### src/common/ptb_pkg.sv
// Package with register layout, field positions and encodings for the PWM time base control block
package ptb_pkg;

  localparam int unsigned DATA_W      = 16;
  localparam int unsigned ADDR_W      = 4;
  localparam logic [3:0]  CTRL_ADDR   = 4'h0;
  localparam int unsigned RUN_BIT     = 15;
  localparam int unsigned IDLE_BIT    = 13;
  localparam int unsigned POST_LSB    = 4;
  localparam int unsigned PRE_LSB     = 2;
  localparam int unsigned MODE_LSB    = 0;
  localparam logic [15:0] CTRL_MASK   = 16'hA0FF;
  localparam logic [15:0] CTRL_RESET  = 16'h0000;

  // Prescale encodings
  typedef enum logic [1:0] {
    PTB_PRE_1  = 2'h0,
    PTB_PRE_4  = 2'h1,
    PTB_PRE_16 = 2'h2,
    PTB_PRE_64 = 2'h3
  } ptb_pre_t;

  // Counting mode encodings
  typedef enum logic [1:0] {
    PTB_FREE_RUN   = 2'h0,
    PTB_SINGLE     = 2'h1,
    PTB_UPDOWN     = 2'h2,
    PTB_UPDOWN_DBL = 2'h3
  } ptb_mode_t;

  // Decoded control settings
  typedef struct packed {
    logic      timeBaseRun;
    logic      haltInIdle;
    logic [3:0] outputPostscaleSel;
    ptb_pre_t  inputPrescaleSel;
    ptb_mode_t countModeSel;
  } ptb_ctrl_t;

  localparam logic [5:0] PRE_DIV_1  = 6'h00;
  localparam logic [5:0] PRE_DIV_4  = 6'h03;
  localparam logic [5:0] PRE_DIV_16 = 6'h0F;
  localparam logic [5:0] PRE_DIV_64 = 6'h3F;

endpackage : ptb_pkg

### src/rtl/ptb_time_base_ctrl.sv
// Top of the PWM time base control: control register, idle gating, prescale and postscale ticks
`timescale 1ns/10ps
module ptb_time_base_ctrl (
  input  wire logic                        ref_clk,
  input  wire logic                        arst_n,
  input  wire logic [ptb_pkg::ADDR_W-1:0]  regAddr,
  input  wire logic [ptb_pkg::DATA_W-1:0]  regWrData,
  input  wire logic                        regWrite,
  input  wire logic                        regRead,
  output logic      [ptb_pkg::DATA_W-1:0]  regRdData,
  input  wire logic                        cpuIdle,
  output logic                             timeBaseActive,
  output logic                             countTick,
  output logic                             postscaleTick,
  output ptb_pkg::ptb_mode_t               countMode
);

  logic [ptb_pkg::DATA_W-1:0] pwm_time_base_control;
  ptb_pkg::ptb_ctrl_t         ctrl;
  logic                       idleMeta;
  logic                       idleSync;
  logic                       running;
  logic [5:0]                 preLimit;
  logic                       preTick;
  logic                       postTick;

  // Control register write; unimplemented bits never stored
  always_ff @(posedge ref_clk or negedge arst_n) begin
    if (!arst_n) begin
      pwm_time_base_control <= ptb_pkg::CTRL_RESET;
    end else if (regWrite && regAddr == ptb_pkg::CTRL_ADDR) begin
      pwm_time_base_control <= regWrData & ptb_pkg::CTRL_MASK;
    end
  end

  // Read data valid the cycle after the strobe; zero elsewhere
  always_ff @(posedge ref_clk or negedge arst_n) begin
    if (!arst_n) begin
      regRdData <= '0;
    end else if (regRead && regAddr == ptb_pkg::CTRL_ADDR) begin
      regRdData <= pwm_time_base_control & ptb_pkg::CTRL_MASK;
    end else begin
      regRdData <= '0;
    end
  end

  // Field decode
  assign ctrl.timeBaseRun        = pwm_time_base_control[ptb_pkg::RUN_BIT];
  assign ctrl.haltInIdle         = pwm_time_base_control[ptb_pkg::IDLE_BIT];
  assign ctrl.outputPostscaleSel = pwm_time_base_control[ptb_pkg::POST_LSB +: 4];
  assign ctrl.inputPrescaleSel   = ptb_pkg::ptb_pre_t'(pwm_time_base_control[ptb_pkg::PRE_LSB +: 2]);
  assign ctrl.countModeSel       = ptb_pkg::ptb_mode_t'(pwm_time_base_control[ptb_pkg::MODE_LSB +: 2]);

  // Idle indication from the core is synchronised
  always_ff @(posedge ref_clk or negedge arst_n) begin
    if (!arst_n) begin
      idleMeta <= 1'b0;
      idleSync <= 1'b0;
    end else begin
      idleMeta <= cpuIdle;
      idleSync <= idleMeta;
    end
  end

  // Run when enabled and not halted by idle
  assign running = ctrl.timeBaseRun && !(ctrl.haltInIdle && idleSync);

  // Prescale limit select
  always_comb begin
    case (ctrl.inputPrescaleSel)
      ptb_pkg::PTB_PRE_1:  preLimit = ptb_pkg::PRE_DIV_1;
      ptb_pkg::PTB_PRE_4:  preLimit = ptb_pkg::PRE_DIV_4;
      ptb_pkg::PTB_PRE_16: preLimit = ptb_pkg::PRE_DIV_16;
      ptb_pkg::PTB_PRE_64: preLimit = ptb_pkg::PRE_DIV_64;
      default:             preLimit = ptb_pkg::PRE_DIV_1;
    endcase
  end

  // Input prescaler, one instruction cycle per clock
  ptb_divider #(.WIDTH(6)) u_pre (
    .ref_clk (ref_clk),
    .arst_n  (arst_n),
    .run     (running),
    .tickIn  (1'b1),
    .limit   (preLimit),
    .tickOut (preTick)
  );

  // Output postscaler 1:(n+1)
  ptb_divider #(.WIDTH(4)) u_post (
    .ref_clk (ref_clk),
    .arst_n  (arst_n),
    .run     (running),
    .tickIn  (preTick),
    .limit   (ctrl.outputPostscaleSel),
    .tickOut (postTick)
  );

  // Run status, one cycle behind the gated enable
  always_ff @(posedge ref_clk or negedge arst_n) begin
    if (!arst_n) begin
      timeBaseActive <= 1'b0;
    end else begin
      timeBaseActive <= running;
    end
  end

  // Prescaled count pulse, suppressed as soon as the base stops
  always_ff @(posedge ref_clk or negedge arst_n) begin
    if (!arst_n) begin
      countTick <= 1'b0;
    end else begin
      countTick <= preTick && running;
    end
  end

  // Postscaled pulse, one cycle after the count pulse that closes a group
  always_ff @(posedge ref_clk or negedge arst_n) begin
    if (!arst_n) begin
      postscaleTick <= 1'b0;
    end else begin
      postscaleTick <= postTick && running;
    end
  end

  // Counting mode handed to the counter logic outside
  always_ff @(posedge ref_clk or negedge arst_n) begin
    if (!arst_n) begin
      countMode <= ptb_pkg::PTB_FREE_RUN;
    end else begin
      countMode <= ctrl.countModeSel;
    end
  end

endmodule : ptb_time_base_ctrl

### src/rtl/ptb_divider.sv
// Programmable tick divider: one tick per (limit+1) input ticks
`timescale 1ns/10ps
module ptb_divider #(
  parameter int unsigned WIDTH = 6
) (
  input  wire logic             ref_clk,
  input  wire logic             arst_n,
  input  wire logic             run,
  input  wire logic             tickIn,
  input  wire logic [WIDTH-1:0] limit,
  output logic                  tickOut
);

  logic [WIDTH-1:0] count;

  // Counts input ticks, restarts when stopped
  always_ff @(posedge ref_clk or negedge arst_n) begin
    if (!arst_n) begin
      count   <= '0;
      tickOut <= 1'b0;
    end else if (!run) begin
      count   <= '0;
      tickOut <= 1'b0;
    end else if (tickIn) begin
      if (count >= limit) begin
        count   <= '0;
        tickOut <= 1'b1;
      end else begin
        count   <= count + 1'b1;
        tickOut <= 1'b0;
      end
    end else begin
      tickOut <= 1'b0;
    end
  end

endmodule : ptb_divider

### config.mk
export PLATFORM = sky130hd
export DESIGN_NAME = ptb_time_base_ctrl
export DESIGN_NICKNAME = d
export VERILOG_FILES = /design/src/common/ptb_pkg.sv /design/src/rtl/ptb_time_base_ctrl.sv /design/src/rtl/ptb_divider.sv
export SDC_FILE = /design/constraint.sdc
export NUM_CORES = 1
export LEC_CHECK = 0
export ABC_AREA = 1
export BUFFER_PORTS_ARGS = -buffer_cell sky130_fd_sc_hd__buf_2
export CORE_AREA = 2 2 71 73
export CTS_CLUSTER_DIAMETER = 30
export DETAILED_ROUTE_END_ITERATION = 10
export DIE_AREA = 0 0 73 75
export PLACE_DENSITY = 0.64
export SLEW_MARGIN = 20
export SYNTH_ARGS = -nofsm -noshare
export SYNTH_HDL_FRONTEND = slang
export SYNTH_HIERARCHICAL = 1
export SYNTH_SLANG_ARGS = --single-unit
### constraint.sdc
create_clock -name ref_clk -period 1.6 [get_ports ref_clk]
set_input_delay 0.08 -clock ref_clk [delete_from_list [all_inputs] [get_ports ref_clk]]
set_output_delay 0.08 -clock ref_clk [all_outputs]
set_load 0.01 [all_outputs]
==> flow_summary.rst, run 1 <==
.. list-table::
   :header-rows: 1

   * - Metric
     - Value
   * - Status
     - complete, no violations
   * - Number of register bits inferred by synthesis
     - 39
   * - Number of global-route vias before repair
     - 1374
   * - Clock power frac
     - 34.3%
   * - Post-synthesis share of cell area spent on and, or, nand and nor gates
     - 24.4%
   * - P per Cell Area
     - 1030 nW/um^2
   * - First-pass GRT wire length
     - 5820 um
   * - Switching part of the total
     - 28.8%
   * - Seq. cell area
     - 976 um^2
   * - Worst setup margin
     - 0.106 ns
   * - Cell chosen for the clock root
     - sky130_fd_sc_hd__clkbuf_8
   * - Cell at the slowest stage of the critical path
     - sky130_fd_sc_hd__dfrtp_1
   * - Placement row count
     - 25
   * - Setup-violating endpoint count in the final report
     - 0
   * - Pin count of the biggest net entering global routing
     - 23
   * - H-tree levels
     - 2
   * - Antenna violations before repair
     - 0
   * - Worst reg2reg path endpoint
     - u_pre/count[3]
   * - Die Span X
     - 73 um
   * - Total detailed-routing wirelength
     - 3270 um
   * - Crit path arrival time
     - 1.68 ns
   * - Utilization after layout
     - 49.9%
   * - Psw
     - 0.688 mW
   * - R2R Path Start
     - pwm_time_base_control[3]
   * - Commonest non-fill, non-tap cells in the layout
     - sky130_fd_sc_hd__nand2_1 (50), sky130_fd_sc_hd__dfrtp_1 (39), sky130_fd_sc_hd__inv_1 (36)
   * - Gate count after technology mapping
     - 218
   * - Clock net sink count
     - 39
   * - Final worst clock skew
     - 0.00408 ns
   * - Die span in y
     - 75 um
   * - 1st-pass router iterations
     - 4
   * - Most common cell after layout, fill and taps aside
     - sky130_fd_sc_hd__nand2_1
   * - Flop pwr share
     - 47.0%
   * - Portion of netlist area occupied by mux cells
     - 0%
   * - Synthesized-area fraction occupied by adder cells
     - 7.79%
   * - Ports placed on the boundary
     - 46
   * - DP Worst Slack
     - 0.0235 ns
   * - Core Area
     - 4660 um^2
   * - Layout net count
     - 300
   * - Summed instance area of the synthesized netlist
     - 1930 um^2
   * - Compound-gate portion of the synthesized area
     - 3.70%
   * - RSZ-0062 raised after global routing
     - yes
   * - Clock tree from TritonCTS
     - yes
   * - Part of the cycle the worst path needs
     - 93.4%
   * - Antenna cells
     - 0
   * - Most frequent cell on the critical path
     - sky130_fd_sc_hd__nand2_2
   * - Highest fanout seen on the critical path
     - 5
   * - Clock latency of the later-clocked register in the worst-skew pair
     - 0.29 ns
   * - Number of DRC violations after detailed-routing iteration 0
     - 49
   * - Warnings from Yosys
     - 6
   * - Clock buffers created by TritonCTS
     - 5
   * - Post-route antenna net violation count
     - 0
   * - DR vias/cell
     - 4.46
   * - Highest ir drop seen on vdd
     - 0.410 mV
   * - Number of max-cap violations
     - 0
   * - Clock Path Buffers
     - 2
   * - Initial core utilization
     - 41.4%
   * - GPL Wtd Cong
     - 0.799
   * - CP Class
     - register to register
   * - Pins Over Slew Limit
     - 0
   * - Delay of the slowest cell on the worst path
     - 0.42 ns
   * - Area of the multi-input gates
     - 791 um^2
   * - Launch point of the worst path
     - pwm_time_base_control[3]
   * - Required time of the critical path
     - 1.78 ns
   * - Area growth from synthesis to layout
     - 20.5%
   * - Wirelength per Cell
     - 10.3 um
   * - Synthesized area per cell
     - 8.84 um^2
   * - Lkg Pwr
     - 1.27 nW
   * - Number of DRC violations after detailed routing
     - 0
   * - Critical path launch point type
     - register
   * - Flop2flop setup slack
     - 0.11 ns
   * - Via total after detailed routing
     - 1417
   * - Internal Power
     - 1.70 mW
   * - Layout fillers
     - 451
   * - Combinational family with the most area after synthesis
     - simple AND/OR/NAND/NOR gates
   * - Sequential fraction of the synthesis area
     - 50.6%
   * - Worst r2r path cells
     - 11
   * - Xor-xnor portion of the synthesized cell area
     - 1.36%
   * - Share of cells above drive strength 1
     - 26.1%
   * - GRT overflow
     - 0
   * - Worst setup path end
     - u_pre/count[3]
   * - Worst-path cell chain
     - nand2_1 -> inv_2 -> inv_2 -> ha_4 -> nand2_2 -> nor2_1 -> nand2_2 -> nand2_2 -> nand2_2 -> nand2_2 -> nor2_1
   * - Clock-pin slew reported for the worst setup and hold paths after clock tree synthesis
     - 0.08 ns
   * - Number of distinct library cell variants in the gate-level netlist after synthesis
     - 25
   * - Classification of the worst-slack hold path
     - input port to register
   * - CP endpoint kind
     - register
   * - Die Area
     - 5480 um^2
   * - Detailed placement HPWL
     - 2430 um
   * - Achievable frequency
     - 669 MHz
   * - Logic gate share of total power
     - 18.6%
   * - All-layer global routing usage
     - 14.1%
   * - Final number of hold-violating endpoints
     - 0
   * - Buffers added on ports
     - 33
   * - Final worst path period need
     - 1.49 ns
==> power groups by stage <==
stage | clock network [mW] | registers, mW | logic, mW
2_1_floorplan | 0 | 1.14 | 0.303
3_3_place_gp | 0 | 1.14 | 0.408
3_5_place_dp | 0 | 1.14 | 0.416
4_1_cts | 0.858 | 1.12 | 0.422
5_1_grt | 0.904 | 1.14 | 0.520
6_report | 0.821 | 1.12 | 0.445
==> registers in the layout, indices dropped and copies added, names as in the netlist <==
signal and count:
pwm_time_base_control 10, regRdData 10, u_pre/count 6, u_post/count 4
countMode 2, countTick 1, idleMeta 1, idleSync 1
postscaleTick 1, timeBaseActive 1, u_post/tickOut 1, u_pre/tickOut 1
==> synthesized netlist by cell type (all sizes together) <==
cell type,number,area (um^2)
a21oi,5,32.5
buf,9,68.8
dfrtp,39,976
nand3,9,72.6
clkbuf,1,3.75
ha,12,150
nand2,55,209
o21ai,4,20.0
o22ai,3,18.8
nand4,13,81.3
conb,2,7.51
or2,1,8.76
xor2,2,17.5
inv,41,154
xnor2,1,8.76
nor2,21,98.8
==> timing repair <==
item,in CTS,in global routing
hold buffers,2,0
setup endpoints to repair,0,7
endpoints found under the hold margin,21,0
buffers inserted,0,1
resized for setup,0,12
==> critical path: cells and delay by family, from the launching register on <==
kind | cells | cell delay (ns)
buffers and inverters | 2 | 0.11
adder cells (fa/ha/maj) | 1 | 0.26
AND/OR/NAND/NOR | 8 | 0.58
flip-flops | 1 | 0.42
==> layer usage <==
layer | GRT usage (%) | wire length [um] | vias up
met3 | 4.28 | 136 | 8
met5 | 0 | 0 | -
met2 | 24.0 | 1570 | 24
li1 | - | - | 746
met1 | 16.0 | 1480 | 639
met4 | 7.41 | 85 | 0
==> worst min path at each step <==
stage	start	endpoint	cells past startpoint
after global placement	arst_n	regRdData[1]	1
after detailed placement	arst_n	regRdData[1]	1
after CTS	regWrData[0]	pwm_time_base_control[0]	3
after global routing	regWrData[5]	pwm_time_base_control[5]	3
final	regWrData[0]	pwm_time_base_control[0]	3
after floorplan	arst_n	countMode[0]	0
==> area by class of cell <==
type | instances | share of cell area (%)
Clock inverter | 3 | 1.88
Inverter | 41 | 6.62
Sequential cell | 39 | 42.0
Clock buffer | 5 | 2.96
Tap cell | 54 | 2.91
Timing Repair Buffer | 40 | 9.59
Multi-Input combinational cell | 136 | 34.0
==> metrics by stage <==
stage	hold WS, ns	TNS [ns]	power (mW)	instance area (um^2)	cells
after floorplan	-0.216	0	1.44	1960	226
after global placement	0.0576	0	1.55	2150	307
after detailed placement	0.0609	0	1.56	2150	307
after CTS	0.0223	0	2.40	2280	317
after global routing	0.0338	-0.00612	2.56	2320	318
final	0.0337	0	2.39	2320	318
==> logic make-up after synthesis <==
kind of cell,after synthesis
xor+xnor,3
other cells,2
simple gates,99
compound gates,12
flops,39
fa+ha+maj,12
buf+inv,51
Note: power is estimated with default switching activity, not from simulation.
==> run 2: changes to the inputs <==
--- a/config.mk
+++ b/config.mk
@@ -11,7 +11,7 @@
 export CTS_CLUSTER_DIAMETER = 30
 export DETAILED_ROUTE_END_ITERATION = 10
 export DIE_AREA = 0 0 73 75
-export PLACE_DENSITY = 0.64
+export PLACE_DENSITY = 0.66
 export SLEW_MARGIN = 20
 export SYNTH_ARGS = -nofsm -noshare
 export SYNTH_HDL_FRONTEND = slang
==> constraint.sdc (replaced) <==
create_clock -name ref_clk -period 1.25 [get_ports ref_clk]
set_input_delay 0.0625 -clock ref_clk [delete_from_list [all_inputs] [get_ports ref_clk]]
set_output_delay 0.0625 -clock ref_clk [all_outputs]
set_load 0.01 [all_outputs]
==> flow_summary.rst, run 2 (same netlist as run 1, synthesis figures left out) <==
.. list-table::
   :header-rows: 1

   * - Metric
     - Value
   * - Status
     - finished with violations (was complete, no violations)
   * - Failing checks
     - setup timing
   * - Detailed-routed wire length on met3
     - 180 um (was 136 um)
   * - Final worst clock skew
     - 0.00685 ns (was 0.00408 ns)
   * - Number of DRC violations after detailed-routing iteration 0
     - 58 (was 49)
   * - GPL Wtd Cong
     - 0.760 (was 0.799)
   * - Placement row count
     - 25 (unchanged)
   * - Launch point of the worst path
     - pwm_time_base_control[3] (unchanged)
   * - Number of DRC violations after detailed routing
     - 0 (unchanged)
   * - Internal Power
     - 2.13 mW (was 1.70 mW)
   * - Logic gate share of total power
     - 27.9% (was 18.6%)
   * - Pins Over Slew Limit
     - 0 (unchanged)
   * - R2R Path Start
     - pwm_time_base_control[3] (unchanged)
   * - Antenna cells
     - 0 (unchanged)
   * - Die Span X
     - 73 um (unchanged)
   * - Clock net sink count
     - 39 (unchanged)
   * - 1st-pass router iterations
     - 4 (unchanged)
   * - Final worst path period need
     - 1.49 ns (about the same)
   * - Initial core utilization
     - 41.4% (unchanged)
   * - Share of cells above drive strength 1
     - 39.3% (was 26.1%)
   * - Crit path arrival time
     - 1.71 ns (was 1.68 ns)
   * - Flop pwr share
     - 46.0% (was 47.0%)
   * - Hold Worst Slack
     - 0.0224 ns (was 0.0337 ns)
   * - Via total after detailed routing
     - 1545 (was 1417)
   * - Die Area
     - 5480 um^2 (unchanged)
   * - Layout fillers
     - 408 (was 451)
   * - Routed wl met2
     - 1830 um (was 1570 um)
   * - Cell chosen for the clock root
     - sky130_fd_sc_hd__clkbuf_8 (unchanged)
   * - P per Cell Area
     - 1200 nW/um^2 (was 1030 nW/um^2)
   * - Number of max-cap violations
     - 0 (unchanged)
   * - GRT overflow
     - 0 (unchanged)
   * - Post-route antenna net violation count
     - 0 (unchanged)
   * - Lkg Pwr
     - 1.38 nW (was 1.27 nW)
   * - Clock Path Buffers
     - 2 (unchanged)
   * - Critical path launch point type
     - register (unchanged)
   * - Highest ir drop seen on vdd
     - 0.566 mV (was 0.410 mV)
   * - Achievable frequency
     - 670 MHz (was 669 MHz)
   * - Cell total after placement
     - 326 (was 307)
   * - Top Registers
     - pwm_time_base_control (10), regRdData (10), u_pre/count (6) (unchanged)
   * - Final standard cell count with taps included and fillers excluded
     - 339 (was 318)
   * - Clock buffers created by TritonCTS
     - 5 (unchanged)
   * - Die span in y
     - 75 um (unchanged)
   * - Layout net count
     - 321 (was 300)
   * - WL met1
     - 1680 um (was 1480 um)
   * - Area growth from synthesis to layout
     - 34.4% (was 20.5%)
   * - Worst setup margin
     - -0.243 ns (was 0.106 ns)
   * - All-layer global routing usage
     - 15.5% (was 14.1%)
   * - Antenna violations before repair
     - 0 (unchanged)
   * - Detailed placement HPWL
     - 2560 um (was 2430 um)
   * - Part of the cycle the worst path needs
     - 119% (was 93.4%)
   * - Utilization after layout
     - 55.6% (was 49.9%)
   * - Commonest non-fill, non-tap cells in the layout
     - sky130_fd_sc_hd__nand2_1 (44), sky130_fd_sc_hd__dfrtp_1 (39), sky130_fd_sc_hd__buf_2 (33) (was sky130_fd_sc_hd__nand2_1 (50), sky130_fd_sc_hd__dfrtp_1 (39), sky130_fd_sc_hd__inv_1 (36))
   * - Clock tree from TritonCTS
     - yes (unchanged)
   * - Clock latency of the later-clocked register in the worst-skew pair
     - 0.29 ns (about the same)
   * - Clock-pin slew reported for the worst setup and hold paths after clock tree synthesis
     - 0.08 ns (about the same)
   * - Classification of the worst-slack hold path
     - input port to register (unchanged)
   * - Final number of hold-violating endpoints
     - 0 (unchanged)
   * - Switching part of the total
     - 31.2% (was 28.8%)
   * - Pin count of the biggest net entering global routing
     - 40 (was 23)
   * - Most common cell after layout, fill and taps aside
     - sky130_fd_sc_hd__nand2_1 (unchanged)
   * - Total detailed-routing wirelength
     - 3790 um (was 3270 um)
   * - Instance area at placement
     - 2300 um^2 (was 2150 um^2)
   * - Beginning of the worst hold path
     - regWrData[5] (was regWrData[0])
   * - Overall power after layout
     - 3.10 mW (was 2.39 mW)
   * - H-tree levels
     - 2 (unchanged)
   * - Buffers added on ports
     - 33 (unchanged)
   * - Highest metal used
     - met4 (unchanged)
   * - Highest fanout seen on the critical path
     - 4 (was 5)
   * - RSZ-0062 raised after global routing
     - yes (unchanged)
   * - Post-route cell area
     - 2590 um^2 (was 2320 um^2)
   * - Sum of negative setup slack
     - -1.44 ns (was 0 ns)
   * - Setup-violating endpoint count in the final report
     - 7 (was 0)
   * - Core Area
     - 4660 um^2 (unchanged)
   * - Worst r2r path cells
     - 10 (was 11)
   * - Wirelength per Cell
     - 11.2 um (was 10.3 um)
   * - First-pass GRT wire length
     - 6360 um (was 5820 um)
   * - Number of global-route vias before repair
     - 1496 (was 1374)
   * - Clock power frac
     - 26.1% (was 34.3%)
   * - CP endpoint kind
     - register (unchanged)
   * - Ports placed on the boundary
     - 46 (unchanged)
   * - DR vias/cell
     - 4.56 (was 4.46)
   * - DP Worst Slack
     - -0.274 ns (was 0.0235 ns)
   * - Psw
     - 0.970 mW (was 0.688 mW)
   * - Cell count of the worst hold path
     - 3 (unchanged)
   * - Required time of the critical path
     - 1.47 ns (was 1.78 ns)
   * - CP Class
     - register to register (unchanged)
==> run 2: cell types whose count changed in the layout (fill, tap and decap cells not counted), moves of 4 or more <==
cell                      change
sky130_fd_sc_hd__buf_4       +20
sky130_fd_sc_hd__inv_1        -7
sky130_fd_sc_hd__inv_2        +7
sky130_fd_sc_hd__nand2_1      -6
sky130_fd_sc_hd__ha_1         -4
sky130_fd_sc_hd__ha_4         +4
sky130_fd_sc_hd__nand2_2      +4
==> run 2: path summary, 6_finish.rpt <==
kind	endpoint	slack, ns
worst max-delay path	u_pre/count[3]	-0.24
worst min-delay path	pwm_time_base_control[5]	0.02
worst max register to register	u_pre/count[3]	-0.24
worst min register to register	idleSync	0.35
max in group asynchronous	countTick	0.79
min in group asynchronous	countMode[0]	0.27
==> run 2: area by class of cell <==
class / instances / area [um^2] / area share, %
clock buffers: 6 / 72.6 / 2.80
clock inverters: 2 / 12.5 / 0.483
inverters: 41 / 154 / 5.94
multi-input cells: 136 / 916 / 35.3
flip-flops and latches: 39 / 976 / 37.7
well taps: 54 / 67.6 / 2.61
repair buffers: 61 / 393 / 15.2
==> run 2: repair_timing <==
item | CTS | global route
setup buffers | 2 | 1
gates resized for setup | 19 | 19
pin swaps | 10 | 10
hold endpoints to repair | 40 | 0
setup endpoints to repair | 11 | 12
hold buffers | 2 | 0
==> run 2: routing by layer <==
metal / GRT usage [%] / vias up
met1: 17.4 / 716
met4: 7.61 / 0
met3: 4.15 / 8
met2: 27.2 / 35
met5: 0 / -
li1: - / 786
==> run 2: critical path, cell delays in order (launching register included) <==
cell and delay, ns:
sky130_fd_sc_hd__dfrtp_1 0.42, sky130_fd_sc_hd__buf_4 0.15, sky130_fd_sc_hd__inv_2 0.06, sky130_fd_sc_hd__ha_4 0.19
sky130_fd_sc_hd__nand2_1 0.05, sky130_fd_sc_hd__nand2_1 0.06, sky130_fd_sc_hd__a21oi_2 0.17, sky130_fd_sc_hd__nand2_2 0.08
sky130_fd_sc_hd__nand2_2 0.08, sky130_fd_sc_hd__nand2_2 0.07, sky130_fd_sc_hd__nor2_1 0.09
==> run 2: power by group through the flow <==
stage | clock network (mW) | logic [mW] | registers (mW)
finish | 0.810 | 0.866 | 1.43
global route | 0.891 | 0.996 | 1.44
CTS | 0.840 | 0.758 | 1.42
detailed placement | 0 | 0.657 | 1.45
global placement | 0 | 0.643 | 1.44
floorplan | 0 | 0.391 | 1.46
==> run 3: changes to the inputs <==
--- a/config.mk
+++ b/config.mk
@@ -6,12 +6,12 @@
 export NUM_CORES = 1
 export LEC_CHECK = 0
 export ABC_AREA = 1
-export BUFFER_PORTS_ARGS = -buffer_cell sky130_fd_sc_hd__buf_2
-export CORE_AREA = 2 2 71 73
+export CORE_AREA = 2 2 91 93
 export CTS_CLUSTER_DIAMETER = 30
 export DETAILED_ROUTE_END_ITERATION = 10
-export DIE_AREA = 0 0 73 75
-export PLACE_DENSITY = 0.66
+export DIE_AREA = 0 0 93 95
+export DONT_BUFFER_PORTS = 1
+export PLACE_DENSITY = 0.39
 export SLEW_MARGIN = 20
 export SYNTH_ARGS = -nofsm -noshare
 export SYNTH_HDL_FRONTEND = slang
==> flow_summary.rst, run 3 (same netlist as run 1, synthesis figures left out) <==
.. list-table::
   :header-rows: 1

   * - Metric
     - Value
   * - Status
     - finished with violations (unchanged)
   * - Failing checks
     - setup timing (unchanged)
   * - Clock net sink count
     - 39 (unchanged)
   * - Number of global-route vias before repair
     - 1594 (was 1496)
   * - Number of buffers and inverters on the critical path
     - 2 (unchanged)
   * - Buffers added on ports
     - 0 (was 33)
   * - Worst setup margin
     - -0.207 ns (was -0.243 ns)
   * - Most common cell after layout, fill and taps aside
     - sky130_fd_sc_hd__nand2_1 (unchanged)
   * - GPL Wtd Cong
     - 0.711 (was 0.760)
   * - Antenna cells
     - 0 (unchanged)
   * - Die span in y
     - 95 um (was 75 um)
   * - Initial core utilization
     - 24.3% (was 41.4%)
   * - 1st-pass router iterations
     - 4 (unchanged)
   * - P per Cell Area
     - 1220 nW/um^2 (was 1200 nW/um^2)
   * - Share of cells above drive strength 1
     - 30.4% (was 39.3%)
   * - DR vias/cell
     - 3.99 (was 4.56)
   * - Die Span X
     - 93 um (was 73 um)
   * - Seq. cell area
     - 976 um^2 (unchanged)
   * - Utilization after layout
     - 34.2% (was 55.6%)
   * - Cell at the slowest stage of the critical path
     - sky130_fd_sc_hd__dfrtp_1 (unchanged)
   * - Clock-pin slew reported for the worst setup and hold paths after clock tree synthesis
     - 0.08 ns (about the same)
   * - Psw
     - 0.992 mW (was 0.970 mW)
   * - Post-route antenna net violation count
     - 0 (unchanged)
   * - All-layer global routing usage
     - 10.4% (was 15.5%)
   * - Clock latency of the later-clocked register in the worst-skew pair
     - 0.29 ns (about the same)
   * - Clock tree from TritonCTS
     - yes (unchanged)
   * - GRT overflow
     - 0 (unchanged)
   * - Flop pwr share
     - 43.5% (was 46.0%)
   * - Wirelength per Cell
     - 10.8 um (was 11.2 um)
   * - Clock Path Buffers
     - 2 (unchanged)
   * - H-tree levels
     - 2 (unchanged)
   * - Worst-path cell chain
     - nand2_1 -> inv_2 -> inv_2 -> ha_4 -> nand2_1 -> nand2_2 -> a21oi_4 -> nand2_2 -> nand2_2 -> nand2_2 -> nor2_1 (was buf_4 -> inv_2 -> ha_4 -> nand2_1 -> nand2_1 -> a21oi_2 -> nand2_2 -> nand2_2 -> nand2_2 -> nor2_1)
   * - Total detailed-routing wirelength
     - 4090 um (was 3790 um)
   * - Lkg Pwr
     - 1.30 nW (was 1.38 nW)
   * - Number of max-cap violations
     - 0 (unchanged)
   * - Setup-violating endpoint count in the final report
     - 7 (unchanged)
   * - Die Area
     - 8840 um^2 (was 5480 um^2)
   * - RSZ-0062 raised after global routing
     - yes (unchanged)
   * - Cell chosen for the clock root
     - sky130_fd_sc_hd__clkbuf_8 (unchanged)
   * - Final worst clock skew
     - 0.00375 ns (was 0.00685 ns)
   * - Antenna violations before repair
     - 0 (unchanged)
   * - Overall power after layout
     - 3.32 mW (was 3.10 mW)
   * - Final standard cell count with taps included and fillers excluded
     - 378 (was 339)
   * - Internal Power
     - 2.33 mW (was 2.13 mW)
   * - Clock power frac
     - 31.7% (was 26.1%)
   * - CP Class
     - register to register (unchanged)
   * - Pin count of the biggest net entering global routing
     - 40 (unchanged)
   * - Area growth from synthesis to layout
     - 40.5% (was 34.4%)
   * - Layout net count
     - 310 (was 321)
   * - Core Area
     - 7930 um^2 (was 4660 um^2)
   * - Layout fillers
     - 847 (was 408)
   * - Ports placed on the boundary
     - 46 (unchanged)
   * - Final worst path period need
     - 1.46 ns (was 1.49 ns)
   * - Classification of the worst-slack hold path
     - input port to register (unchanged)
   * - Gate family responsible for the most delay along the worst path
     - simple AND/OR/NAND/NOR gates (unchanged)
   * - Top Registers
     - pwm_time_base_control (10), regRdData (10), u_pre/count (6) (unchanged)
   * - Critical path launch point type
     - register (unchanged)
   * - Via total after detailed routing
     - 1507 (was 1545)
   * - Achievable frequency
     - 687 MHz (was 670 MHz)
   * - Highest ir drop seen on vdd
     - 0.396 mV (was 0.566 mV)
   * - Instance area at placement
     - 2190 um^2 (was 2300 um^2)
   * - Most frequent cell on the critical path
     - sky130_fd_sc_hd__nand2_2 (unchanged)
   * - Post-route cell area
     - 2710 um^2 (was 2590 um^2)
   * - Final number of hold-violating endpoints
     - 0 (unchanged)
   * - Crit path arrival time
     - 1.68 ns (was 1.71 ns)
   * - Delay of the slowest cell on the worst path
     - 0.42 ns (about the same)
   * - Number of DRC violations after detailed-routing iteration 0
     - 52 (was 58)
   * - Commonest non-fill, non-tap cells in the layout
     - sky130_fd_sc_hd__nand2_1 (43), sky130_fd_sc_hd__dfrtp_1 (39), sky130_fd_sc_hd__inv_1 (28) (was sky130_fd_sc_hd__nand2_1 (44), sky130_fd_sc_hd__dfrtp_1 (39), sky130_fd_sc_hd__buf_2 (33))
   * - Hold Worst Slack
     - 0.0280 ns (was 0.0224 ns)
   * - First-pass GRT wire length
     - 7140 um (was 6360 um)
   * - Switching part of the total
     - 29.9% (was 31.2%)
   * - Placement row count
     - 33 (was 25)
   * - CP endpoint kind
     - register (unchanged)
   * - Highest fanout seen on the critical path
     - 4 (unchanged)
   * - Pins Over Slew Limit
     - 0 (unchanged)
   * - Required time of the critical path
     - 1.48 ns (was 1.47 ns)
   * - Cell total after placement
     - 344 (was 326)
   * - Logic gate share of total power
     - 24.8% (was 27.9%)
   * - Detailed placement HPWL
     - 2780 um (was 2560 um)
   * - Area of the multi-input gates
     - 898 um^2 (was 916 um^2)
   * - Part of the cycle the worst path needs
     - 117% (was 119%)
   * - Clock buffers created by TritonCTS
     - 5 (unchanged)
   * - Number of DRC violations after detailed routing
     - 0 (unchanged)
-- run 3: changes by cell type in the layout (fill, tap and decap cells not counted), moves of 2 or more --
cell,change
sky130_fd_sc_hd__buf_2,-33
sky130_fd_sc_hd__dlygate4sd3_1,+20
sky130_fd_sc_hd__buf_4,+2
sky130_fd_sc_hd__nand2_2,+2
sky130_fd_sc_hd__nor2_2,+2
-- run 3: power groups by stage --
stage          Clock [mW]  Sequential (mW)  Combinational [mW]
2_1_floorplan           0             1.46               0.391
3_3_place_gp            0             1.47               0.580
3_5_place_dp            0             1.47               0.578
4_1_cts              1.10             1.44               0.678
5_1_grt              1.16             1.46               0.947
6_report             1.05             1.44               0.822
-- run 3: worst reg2reg max path, cell delays in order (launching register included) --
cell and delay, ns:
sky130_fd_sc_hd__dfrtp_1 0.42, sky130_fd_sc_hd__nand2_1 0.10, sky130_fd_sc_hd__inv_2 0.05, sky130_fd_sc_hd__inv_2 0.06, sky130_fd_sc_hd__ha_4 0.19, sky130_fd_sc_hd__nand2_1 0.07
sky130_fd_sc_hd__nand2_2 0.06, sky130_fd_sc_hd__a21oi_4 0.12, sky130_fd_sc_hd__nand2_2 0.07, sky130_fd_sc_hd__nand2_2 0.08, sky130_fd_sc_hd__nand2_2 0.07, sky130_fd_sc_hd__nor2_1 0.10
-- run 3: layer usage --
layer,up-vias,track usage [%],share of wire (%)
li1,771,-,-
met1,707,11.8,44
met2,23,18.0,50
met3,6,3.83,4.7
met4,0,4.04,1.6
met5,-,0,0
-- run 3: stage by stage --
stage / setup TNS [ns] / setup slack (ns)
after floorplan: -0.112 / -0.0507
after global placement: -1.53 / -0.221
after detailed placement: -1.68 / -0.255
after CTS: -1.59 / -0.257
after global routing: -2.40 / -0.349
final: -1.10 / -0.207
-- run 3: final cells by class --
cell class	instances	share of cell area, %
clock buffer	5	2.54
tap	105	4.85
sequential	39	36.0
clock inverter	2	1.39
timing repair buffer	50	16.4
inverter	41	5.68
multi-input combinational	136	33.2
-- run 3: path summary, 6_finish.rpt --
check / slack, ns / startpoint / depth (start not counted) / to
max: -0.21 / pwm_time_base_control[3] / 11 / u_pre/count[3]
min: 0.03 / regRead / 2 / regRdData[6]
max reg2reg: -0.21 / pwm_time_base_control[3] / 11 / u_pre/count[3]
min reg2reg: 0.37 / idleMeta / 0 / idleSync
max in group asynchronous: 0.81 / arst_n / 2 / timeBaseActive
min in group asynchronous: 0.24 / arst_n / 2 / countMode[0]
-- run 3: what timing repair did --
item | in CTS | in global routing
pin swaps | 5 | 22
endpoints found under the hold margin | 50 | 0
setup buffers | 1 | 3
resized for setup | 5 | 33
setup endpoints to repair | 11 | 12
hold buffers | 23 | 0
